==> src/mac_dma_pkg.sv <==
// package: register map, field layout and interrupt bits of the dma length and level block
package mac_dma_pkg;
	// byte offsets on the register bus
	localparam logic [7:0] OFS_POLL_PTR = 8'h88;
	localparam logic [7:0] OFS_TX_LEN   = 8'h8C;
	localparam logic [7:0] OFS_TX_SEQ   = 8'h90;
	localparam logic [7:0] OFS_RX_THR   = 8'h94;
	localparam logic [7:0] OFS_RX_CNT   = 8'h98;
	localparam logic [7:0] OFS_IRQ_STAT = 8'hC0;
	localparam logic [7:0] OFS_IRQ_CLR  = 8'hC4;
	localparam logic [7:0] OFS_IRQ_MASK = 8'hC8;
	localparam logic [7:0] OFS_CTRL     = 8'hCC;

	// field widths
	localparam int WORD_W    = 32;
	localparam int LEN_W     = 15;
	localparam int STD_LEN_W = 7;
	localparam int SEQ_W     = 7;
	localparam int LVL_W     = 16;
	localparam int IRQ_W     = 16;
	localparam int BYTE_W    = 8;
	localparam int SEL_W     = 4;

	// interrupt status bits
	localparam int IRQ_DONE = 0;
	localparam int IRQ_ACK  = 3;
	localparam int IRQ_LVL  = 9;

	// control register bits
	localparam int CTRL_STD   = 0;
	localparam int CTRL_ARMED = 1;
	localparam int CTRL_BUSY  = 2;

	localparam logic [WORD_W-1:0] ZERO_WORD = 32'h0000_0000;
	localparam logic [LVL_W-1:0]  LVL_MAX   = 16'hFFFF;
	localparam logic [LVL_W-1:0]  LVL_ZERO  = 16'h0000;
	localparam logic [LVL_W-1:0]  LVL_ONE   = 16'h0001;
endpackage

==> src/mac_dma_regs.sv <==
// register block: poll reply pointer, transmit length and sequence, receive level interrupt
//
// Functional notes
// RULE1 - pointer write arms reply to data request
// RULE2 - reply copies memory to queue bytewise
// RULE3 - device never alters the stored pointer
// RULE4 - length counts bytes incl. checksum, no header
// RULE5 - standard mode uses low seven length bits
// RULE6 - software sets length before pointer write
// RULE7 - seven-bit sequence validates received acknowledgements
// RULE8 - software sets sequence before pointer write
// RULE9 - level interrupt when delivered bytes reach threshold
// RULE10 - threshold rewrites mid-packet re-evaluate, re-interrupt
// RULE11 - count register reads delivered bytes, read-only
// RULE12 - level sets status bit nine, write-one clears
// RULE13 - reserved bits read zero, writes ignored
`timescale 1ns/1ps
module mac_dma_regs
	import mac_dma_pkg::*;
#(
	parameter int ADR_W = 8
)(
	input  wire logic              clk_i,
	input  wire logic              rst_i,
	// wishbone classic slave
	input  wire logic              wb_cyc_i,
	input  wire logic              wb_stb_i,
	input  wire logic              wb_we_i,
	input  wire logic [ADR_W-1:0]  wb_adr_i,
	input  wire logic [SEL_W-1:0]  wb_sel_i,
	input  wire logic [WORD_W-1:0] wb_dat_i,
	output logic [WORD_W-1:0]      wb_dat_o,
	output logic                   wb_ack_o,
	// remote data request and acknowledgement check
	input  wire logic              poll_request_i,
	input  wire logic              ack_valid_i,
	input  wire logic [SEQ_W-1:0]  ack_seq_i,
	output logic                   ack_match_o,
	// receive dma progress
	input  wire logic              rx_start_i,
	input  wire logic              rx_byte_i,
	// memory read port of the transmit dma
	output logic                   mem_req_o,
	output logic [WORD_W-1:0]      mem_addr_o,
	input  wire logic              mem_ack_i,
	input  wire logic [BYTE_W-1:0] mem_rdata_i,
	// transmit queue
	output logic                   txq_valid_o,
	output logic [BYTE_W-1:0]      txq_data_o,
	input  wire logic              txq_ready_i,
	output logic [LEN_W-1:0]       tx_len_o,
	output logic                   irq_o
);
	if (ADR_W < 8) begin : g_check
		$error("ADR_W must be at least 8");
	end
	// the field layout must fit one bus word and one status register
	if (LEN_W > WORD_W || SEQ_W > WORD_W || LVL_W > WORD_W) begin : g_field_check
		$error("register fields wider than the bus word");
	end
	if (STD_LEN_W > LEN_W) begin : g_std_check
		$error("standard length wider than the length field");
	end
	if (IRQ_LVL >= IRQ_W || IRQ_ACK >= IRQ_W || IRQ_DONE >= IRQ_W) begin : g_irq_check
		$error("status bit outside the status register");
	end
	if (SEL_W * BYTE_W != WORD_W) begin : g_lane_check
		$error("byte lanes do not cover the bus word");
	end

	typedef struct packed {
		logic [WORD_W-1:0] poll_ptr;
		logic [LEN_W-1:0]  tx_len;
		logic [SEQ_W-1:0]  tx_seq;
		logic [LVL_W-1:0]  rx_thr;
		logic [LVL_W-1:0]  rx_cnt;
		logic              lvl_reached;
		logic [IRQ_W-1:0]  irq_stat;
		logic [IRQ_W-1:0]  irq_mask;
		logic              std_mode;
		logic              armed;
		logic              start;
		logic [LEN_W-1:0]  launch_len;
		logic              ack;
		logic [WORD_W-1:0] rdat;
		logic              ack_match;
	} regs_t;

	localparam regs_t REGS_RESET = '0;

	regs_t st;
	regs_t next_st;

	logic mover_busy;
	logic mover_done;

	// byte-lane merge of a bus write into a stored word
	function automatic logic [WORD_W-1:0] merge(
		input logic [WORD_W-1:0] old,
		input logic [WORD_W-1:0] wd,
		input logic [SEL_W-1:0]  sel
	);
		logic [WORD_W-1:0] res;
		res = old;
		for (int i = 0; i < SEL_W; i++) begin
			if (sel[i]) begin
				res[i*BYTE_W +: BYTE_W] = wd[i*BYTE_W +: BYTE_W];
			end
		end
		return res;
	endfunction

	// address decode: every bus address bit above the lowest two must match, upper bits included
	function automatic logic hit(
		input logic [ADR_W-1:0] adr,
		input logic [7:0]       ofs
	);
		logic [ADR_W-1:0] full;
		full = ADR_W'(ofs);
		return adr[ADR_W-1:2] == full[ADR_W-1:2];
	endfunction

	// the standard mode ignores the upper length bits
	function automatic logic [LEN_W-1:0] eff_len(
		input logic [LEN_W-1:0] len,
		input logic             std
	);
		logic [LEN_W-1:0] res;
		res = len;
		if (std) begin
			res = {{(LEN_W-STD_LEN_W){1'b0}}, len[STD_LEN_W-1:0]}; // [RULE5]
		end
		return res;
	endfunction

	// zero extension to a bus word, so reserved bits always read as zero
	function automatic logic [WORD_W-1:0] widen_len(
		input logic [LEN_W-1:0] val
	);
		return WORD_W'(val); // [RULE13]
	endfunction

	function automatic logic [WORD_W-1:0] widen_seq(
		input logic [SEQ_W-1:0] val
	);
		return WORD_W'(val); // [RULE13]
	endfunction

	function automatic logic [WORD_W-1:0] widen_lvl(
		input logic [LVL_W-1:0] val
	);
		return WORD_W'(val); // [RULE13]
	endfunction

	function automatic logic [WORD_W-1:0] widen_irq(
		input logic [IRQ_W-1:0] val
	);
		return WORD_W'(val); // [RULE13]
	endfunction

	// control word: only the mode bit is stored, armed and busy just report
	function automatic logic [WORD_W-1:0] ctrl_word(
		input logic std,
		input logic arm,
		input logic busy
	);
		logic [WORD_W-1:0] res;
		res = ZERO_WORD;
		res[CTRL_STD]   = std;
		res[CTRL_ARMED] = arm;
		res[CTRL_BUSY]  = busy;
		return res;
	endfunction

	// threshold zero keeps the level interrupt off
	function automatic logic lvl_hit(
		input logic [LVL_W-1:0] cnt,
		input logic [LVL_W-1:0] thr
	);
		return (thr != LVL_ZERO) && (cnt >= thr);
	endfunction

	// sticky status: an event in the clearing cycle must not be lost
	function automatic logic [IRQ_W-1:0] sticky(
		input logic [IRQ_W-1:0] old,
		input logic [IRQ_W-1:0] clear,
		input logic [IRQ_W-1:0] ev
	);
		return (old & ~clear) | ev;
	endfunction

	logic              acc;
	logic              wr;
	logic              rd;
	logic [WORD_W-1:0] wword;
	logic [IRQ_W-1:0]  events;
	logic [IRQ_W-1:0]  clr;
	logic [LVL_W-1:0]  cnt_base;
	logic              lvl_now;

	always_comb begin
		next_st = st;
		next_st.start = 1'b0;
		next_st.ack_match = 1'b0;
		events = '0;
		clr = '0;
		wword = ZERO_WORD;
		acc = wb_cyc_i && wb_stb_i && !st.ack;
		wr = acc && wb_we_i;
		rd = acc && !wb_we_i;
		next_st.ack = acc;

		// reply launch: pointer and length already stable in registers
		if (st.armed && poll_request_i && !mover_busy && !st.start) begin
			next_st.start = 1'b1; // [RULE1]
			next_st.armed = 1'b0;
			next_st.launch_len = eff_len(st.tx_len, st.std_mode); // [RULE4] [RULE6]
		end

		// register writes; reserved bits are dropped by slicing
		if (wr) begin
			if (hit(wb_adr_i, OFS_POLL_PTR)) begin
				next_st.poll_ptr = merge(st.poll_ptr, wb_dat_i, wb_sel_i);
				next_st.armed = 1'b1; // [RULE1]
			end
			if (hit(wb_adr_i, OFS_TX_LEN)) begin
				wword = merge(widen_len(st.tx_len), wb_dat_i, wb_sel_i);
				next_st.tx_len = wword[LEN_W-1:0]; // [RULE13]
			end
			if (hit(wb_adr_i, OFS_TX_SEQ)) begin
				wword = merge(widen_seq(st.tx_seq), wb_dat_i, wb_sel_i);
				next_st.tx_seq = wword[SEQ_W-1:0]; // [RULE13]
			end
			if (hit(wb_adr_i, OFS_RX_THR)) begin
				wword = merge(widen_lvl(st.rx_thr), wb_dat_i, wb_sel_i);
				next_st.rx_thr = wword[LVL_W-1:0]; // [RULE10]
			end
			if (hit(wb_adr_i, OFS_IRQ_CLR)) begin
				wword = merge(ZERO_WORD, wb_dat_i, wb_sel_i);
				clr = wword[IRQ_W-1:0]; // [RULE12]
			end
			if (hit(wb_adr_i, OFS_IRQ_MASK)) begin
				wword = merge(widen_irq(st.irq_mask), wb_dat_i, wb_sel_i);
				next_st.irq_mask = wword[IRQ_W-1:0];
			end
			if (hit(wb_adr_i, OFS_CTRL)) begin
				wword = merge(ctrl_word(st.std_mode, 1'b0, 1'b0), wb_dat_i, wb_sel_i);
				next_st.std_mode = wword[CTRL_STD];
			end
		end

		// register reads; unmapped addresses answer with zero
		next_st.rdat = ZERO_WORD;
		if (rd) begin
			if (hit(wb_adr_i, OFS_POLL_PTR)) begin
				next_st.rdat = st.poll_ptr; // [RULE3]
			end
			if (hit(wb_adr_i, OFS_TX_LEN)) begin
				next_st.rdat = widen_len(st.tx_len); // [RULE13]
			end
			if (hit(wb_adr_i, OFS_TX_SEQ)) begin
				next_st.rdat = widen_seq(st.tx_seq); // [RULE13]
			end
			if (hit(wb_adr_i, OFS_RX_THR)) begin
				next_st.rdat = widen_lvl(st.rx_thr);
			end
			if (hit(wb_adr_i, OFS_RX_CNT)) begin
				next_st.rdat = widen_lvl(st.rx_cnt); // [RULE11]
			end
			if (hit(wb_adr_i, OFS_IRQ_STAT)) begin
				next_st.rdat = widen_irq(st.irq_stat);
				clr = st.irq_stat; // read clears what it returned
			end
			if (hit(wb_adr_i, OFS_IRQ_MASK)) begin
				next_st.rdat = widen_irq(st.irq_mask);
			end
			if (hit(wb_adr_i, OFS_CTRL)) begin
				next_st.rdat = ctrl_word(st.std_mode, st.armed, mover_busy || st.start);
			end
		end

		// acknowledgement check against the sequence of the sent packet
		if (ack_valid_i && ack_seq_i == st.tx_seq) begin
			next_st.ack_match = 1'b1; // [RULE7] [RULE8]
			events[IRQ_ACK] = 1'b1;
		end

		if (mover_done) begin
			events[IRQ_DONE] = 1'b1;
		end

		// delivered byte count, saturating so it never wraps below the threshold
		cnt_base = st.rx_cnt;
		if (rx_start_i) begin
			cnt_base = LVL_ZERO;
		end
		next_st.rx_cnt = cnt_base;
		if (rx_byte_i && cnt_base != LVL_MAX) begin
			next_st.rx_cnt = cnt_base + LVL_ONE; // [RULE11]
		end

		// edge of the reached condition; a raised threshold re-arms it
		lvl_now = lvl_hit(st.rx_cnt, st.rx_thr); // [RULE9]
		if (lvl_now && !st.lvl_reached) begin
			events[IRQ_LVL] = 1'b1; // [RULE9] [RULE10]
		end
		next_st.lvl_reached = lvl_now; // [RULE10]

		// a new event wins over a clear in the same cycle
		next_st.irq_stat = sticky(st.irq_stat, clr, events); // [RULE12]
	end

	always_ff @(posedge clk_i) begin
		if (rst_i) begin
			st <= REGS_RESET;
		end else begin
			st <= next_st;
		end
	end

	mac_dma_tx_mover u_mover (
		.clk_i       (clk_i),
		.rst_i       (rst_i),
		.start_i     (st.start),
		.src_addr_i  (st.poll_ptr),
		.len_i       (st.launch_len),
		.mem_req_o   (mem_req_o),
		.mem_addr_o  (mem_addr_o),
		.mem_ack_i   (mem_ack_i),
		.mem_rdata_i (mem_rdata_i),
		.txq_valid_o (txq_valid_o),
		.txq_data_o  (txq_data_o),
		.txq_ready_i (txq_ready_i),
		.busy_o      (mover_busy),
		.done_o      (mover_done)
	); // [RULE2]

	assign wb_dat_o    = st.rdat;
	assign wb_ack_o    = st.ack;
	assign ack_match_o = st.ack_match;
	assign tx_len_o    = st.launch_len;
	assign irq_o       = |(st.irq_stat & st.irq_mask);
endmodule // mac_dma_regs

==> src/mac_dma_tx_mover.sv <==
// byte mover: copies a block from memory into the transmit queue, one byte per transfer
`timescale 1ns/1ps
module mac_dma_tx_mover
	import mac_dma_pkg::*;
(
	input  wire logic              clk_i,
	input  wire logic              rst_i,
	input  wire logic              start_i,
	input  wire logic [WORD_W-1:0] src_addr_i,
	input  wire logic [LEN_W-1:0]  len_i,
	output logic                   mem_req_o,
	output logic [WORD_W-1:0]      mem_addr_o,
	input  wire logic              mem_ack_i,
	input  wire logic [BYTE_W-1:0] mem_rdata_i,
	output logic                   txq_valid_o,
	output logic [BYTE_W-1:0]      txq_data_o,
	input  wire logic              txq_ready_i,
	output logic                   busy_o,
	output logic                   done_o
);
	typedef enum logic [2:0] {
		M_IDLE  = 3'b001,
		M_FETCH = 3'b010,
		M_PUSH  = 3'b100
	} mover_state_t;

	typedef struct packed {
		mover_state_t        fsm;
		logic [WORD_W-1:0]   addr;
		logic [LEN_W-1:0]    left;
		logic [BYTE_W-1:0]   data;
		logic                done;
	} mover_t;

	localparam logic [LEN_W-1:0]  LEN_ZERO = 15'h0000;
	localparam logic [LEN_W-1:0]  LEN_ONE  = 15'h0001;
	localparam logic [WORD_W-1:0] ADDR_ONE = 32'h0000_0001;
	localparam mover_t MOVER_RESET = '{M_IDLE, ZERO_WORD, LEN_ZERO, 8'h00, 1'b0};

	mover_t st;
	mover_t next_st;

	always_comb begin
		next_st = st;
		next_st.done = 1'b0;
		unique case (st.fsm)
			M_IDLE: begin
				if (start_i) begin
					next_st.addr = src_addr_i; // [RULE2]
					next_st.left = len_i; // [RULE4]
					if (len_i == LEN_ZERO) begin
						next_st.done = 1'b1;
					end else begin
						next_st.fsm = M_FETCH;
					end
				end
			end
			M_FETCH: begin
				if (mem_ack_i) begin
					next_st.data = mem_rdata_i; // [RULE2]
					next_st.addr = st.addr + ADDR_ONE;
					next_st.left = st.left - LEN_ONE;
					next_st.fsm  = M_PUSH;
				end
			end
			M_PUSH: begin
				if (txq_ready_i) begin
					if (st.left == LEN_ZERO) begin
						next_st.fsm  = M_IDLE;
						next_st.done = 1'b1;
					end else begin
						next_st.fsm = M_FETCH;
					end
				end
			end
		endcase
	end

	always_ff @(posedge clk_i) begin
		if (rst_i) begin
			st <= MOVER_RESET;
		end else begin
			st <= next_st;
		end
	end

	assign mem_req_o   = (st.fsm == M_FETCH);
	assign mem_addr_o  = st.addr;
	assign txq_valid_o = (st.fsm == M_PUSH);
	assign txq_data_o  = st.data;
	assign busy_o      = (st.fsm != M_IDLE);
	assign done_o      = st.done;
endmodule // mac_dma_tx_mover

==> config.mk <==
export PLATFORM = sky130hd
export DESIGN_NAME = mac_dma_regs
export DESIGN_NICKNAME = d
export VERILOG_FILES = /design/src/mac_dma_pkg.sv /design/src/mac_dma_regs.sv /design/src/mac_dma_tx_mover.sv
export SDC_FILE = /design/constraint.sdc
export NUM_CORES = 1
export LEC_CHECK = 0
export ABC_AREA = 1
export ABC_CLOCK_PERIOD_IN_PS = 2690
export BUFFER_PORTS_ARGS = -buffer_cell sky130_fd_sc_hd__buf_2
export CORE_UTILIZATION = 55
export DETAILED_ROUTE_END_ITERATION = 8
export PLACE_DENSITY = 0.77
export SYNTH_ARGS = -nofsm -noshare
export SYNTH_HDL_FRONTEND = slang
export SYNTH_HIERARCHICAL = 1
export SYNTH_SLANG_ARGS = --single-unit
==> constraint.sdc <==
create_clock -name clk_i -period 2.69 [get_ports clk_i]
set_input_delay 0.269 -clock clk_i [delete_from_list [all_inputs] [get_ports clk_i]]
set_output_delay 0.269 -clock clk_i [all_outputs]
set_load 0.01 [all_outputs]
==> impl_metrics.toml <==
[pwr]
p_switching_mw = 1.70
pwr-share-clk_pct = 51.3
intPower_mw = 5.90
comb_power_share_pct = 3.8
finalPower_mw = 7.60
power.share.switching_pct = 22.4
ir_drop_uv = 457
power.density_mw_per_mm2 = 557
p_leak_nw = 5.73
power_frac_seq_pct = 44.9

[logic_synthesis]
syn_area_mm2 = 0.0123
synth_flop_cell = "dfxtp_1"
yosys_warnings = 6
syn_inst = 1791
synth-edff-count = 0
synth.distinct_cells = 52
synth_seq_cells = 230
avgSynthCellArea_um2 = 6.87
syn_nets = 1880
yosysSeqAreaShare_pct = 37.4
synthArstFlopShare_pct = 0

[critical_path]
slowest_stage = "nor2_2"
crit_type = "flop to flop"
worstPathCellList = "nor2_2, nand2_1, nor2_2, buf_4, nand2_1, o21ai_0, a21oi_1"
r2r_start = "wb_ack_o"
slowest_delay_ns = 0.43
cp_max_fo = 15
crit_path_start = "wb_ack_o"
crit_arrival_ns = 2.49
required_ns = 3.09
setup.worst_path.start_class = "flop"
crit_path_end_kind = "flop"

[placement]
dp_hpwl_um = 25800
place_area_mm2 = 0.0126
gp_congestion = 1.03
portBuffers = 159

[clocking]
post_cts_buffers = 0
clock_sinks = 230
cts_hold_buffers = 11
cts_tree = "yes"
htree_levels = 1
clk_path_buf_depth = 3
clkTransAtPathRegs_ns = 0.06
cts-root-buf = "clkbuf_16"
cts_resized = 0
numCtsBuffers = 26
clock_latency_ns = 0.54

[die]
start_util_pct = 56.2
rows = 54
die-area_mm2 = 0.0230
die_y_um = 152
core_area_mm2 = 0.0219
io_pins = 162
die_x_um = 152

[sta]
slew_headroom_pct = 46.2
finalSetupViolCount = 0
finalMaxSlewViolations = 0
tns_ns = 0
skew_ns = 0.0108
final-hold-violation-count = 0
tightest_slew_ns = 0.806
fmax_mhz = 478
rsz0062_at_grt = "false"
min_period_over_period_pct = 77.8
finalCriticalPeriod_ns = 2.09

[routing]
vias = 12200
via_per_inst = 5.65
drt-wirelength-per-cell_um = 16.7
drtAntennaViolNets = 0
drtPass1Iterations = 6
routed_wl_um = 36000
post-route-drc-count = 0
drt-initial-drc-count = 1045

[layout]
area_growth_pct = 11.0
mostFrequentLayoutCells = "329 x nand2_1, 232 x a21oi_1, 230 x dfxtp_1"
layout_commonest_cell = "nand2_1"
fillers = 2012
nets = 1946
final_cell_area_mm2 = 0.0137
layout-drive-gt1-share_pct = 16.2

[grt]
overflow = 0
first_global_vias = 11000
grtUsageTotal_pct = 30.9
antenna_found_initial = 1
grt_max_degree = 63
grt_pass1_wl_um = 56100

[run_status]
status = "completed"

[flow_run]
max_cap_viol_count = 0

[worst_hold_path]
hold_path.class = "input port to flop"
hp-start = "wb_dat_i[21]"
==> worst paths after layout <==
kind	slack, ns	cells past startpoint	to
setup reg to reg	0.60	7	st[129]
hold / removal	0.01	3	st[160]
setup / recovery	0.60	7	st[129]
hold reg to reg	0.45	2	st[73]
==> per-stage QoR <==
step	hold slack [ns]	util (%)	setup WS, ns	std cells
global placement	0.431	57.6	0.644	2098
floorplan	0.338	-	1.00	1791
CTS	0.00000683	62.4	0.670	2157
finish	0.0136	62.4	0.598	2158
global route	0.00658	62.4	0.433	2158
detailed placement	0.433	57.6	0.575	2098
==> per-layer routing <==
layer,GRT usage [%],routed length [µm]
met1,40.3,15200
met5,0,0
met4,14.6,1560
met2,50.4,16500
met3,4.31,2790
==> cell type report <==
| type | instances | area [µm²] | share of cell area (%) |
|---|---|---|---|
| Tap cell | 280 | 350 | 2.57 |
| Antenna cell | 1 | 2.50 | 0.0183 |
| Timing Repair Buffer | 187 | 1050 | 7.66 |
| Multi-Input combinational cell | 1219 | 5990 | 43.8 |
| Clock inverter | 15 | 213 | 1.56 |
| Sequential cell | 230 | 4600 | 33.7 |
| Inverter | 193 | 727 | 5.32 |
| Clock buffer | 33 | 728 | 5.33 |
==> state kept, by name, summed over array words and instances, names as in the netlist <==
| register | count |
|---|---|
| u_mover/txq_data_o | 8 |
| tx_len_o | 15 |
| st | 122 |
| u_mover/done_o | 1 |
| wb_dat_o | 32 |
| u_mover/mem_addr_o | 32 |
| ack_match_o | 1 |
| u_mover/st | 18 |
| wb_ack_o | 1 |
==> worst max-delay path: cells and delay by family, from the launching register on <==
family / cells / cell delay, ns
AND/OR/NAND/NOR: 4 / 1.02
flip-flops: 1 / 0.33
AO/OA/AOI/OAI: 2 / 0.33
buffers and inverters: 1 / 0.26
==> Yosys cell counts (2+ instances only) <==
cell       count  area [µm²]
o21ai_1       43         215
nor2_1       224         841
nor2_4        15         169
or2_2          3        18.8
a221oi_1       2        17.5
o2111ai_1      2        17.5
buf_6          8        90.1
o211ai_1      13        97.6
nor2_2        19         119
xor2_1         7        61.3
nand2_1      329        1230
nor3_1        17        85.1
nand3_2        3        30.0
buf_1          4        15.0
o211a_1        2        20.0
ha_1          19         238
a31oi_1        6        37.5
inv_2         18        67.6
clkinv_1       2        7.51
nor3_2         2        20.0
buf_2         21         105
dfxtp_1      230        4600
nand3_1       83         415
xnor2_1        2        17.5
o21bai_1       2        15.0
inv_1        172         646
o21a_1         2        15.0
clkbuf_1      25        93.8
a21oi_1      232        1160
buf_4         91         683
nand4_1       20         125
o21ai_0      127         636
nand3_4        2        35.0
nand3b_1       6        45.0
a22o_1         2        17.5
a22oi_1        2        15.0
o22ai_1        6        37.5
nand2_2       14        87.6
==> power groups by stage <==
| stage | combinational, mW | sequential [mW] | clock [mW] |
|---|---|---|---|
| detailed placement | 0.266 | 3.49 | 0 |
| floorplan | 0.140 | 3.49 | 0 |
| global route | 0.310 | 3.41 | 4.07 |
| CTS | 0.280 | 3.42 | 3.93 |
| global placement | 0.262 | 3.49 | 0 |
| finish | 0.287 | 3.42 | 3.90 |
==> kinds of logic after synthesis <==
group	count (synthesis)	synth area share, %
adders and majority gates	19	1.93
AOI/OAI and AO/OA	450	19.5
and+or+nand+nor	741	26.6
xor gates and xnor gates	9	0.641
buffers and inverters	342	13.9
DFF	230	37.4
Note: power is estimated with default switching activity, not from simulation.
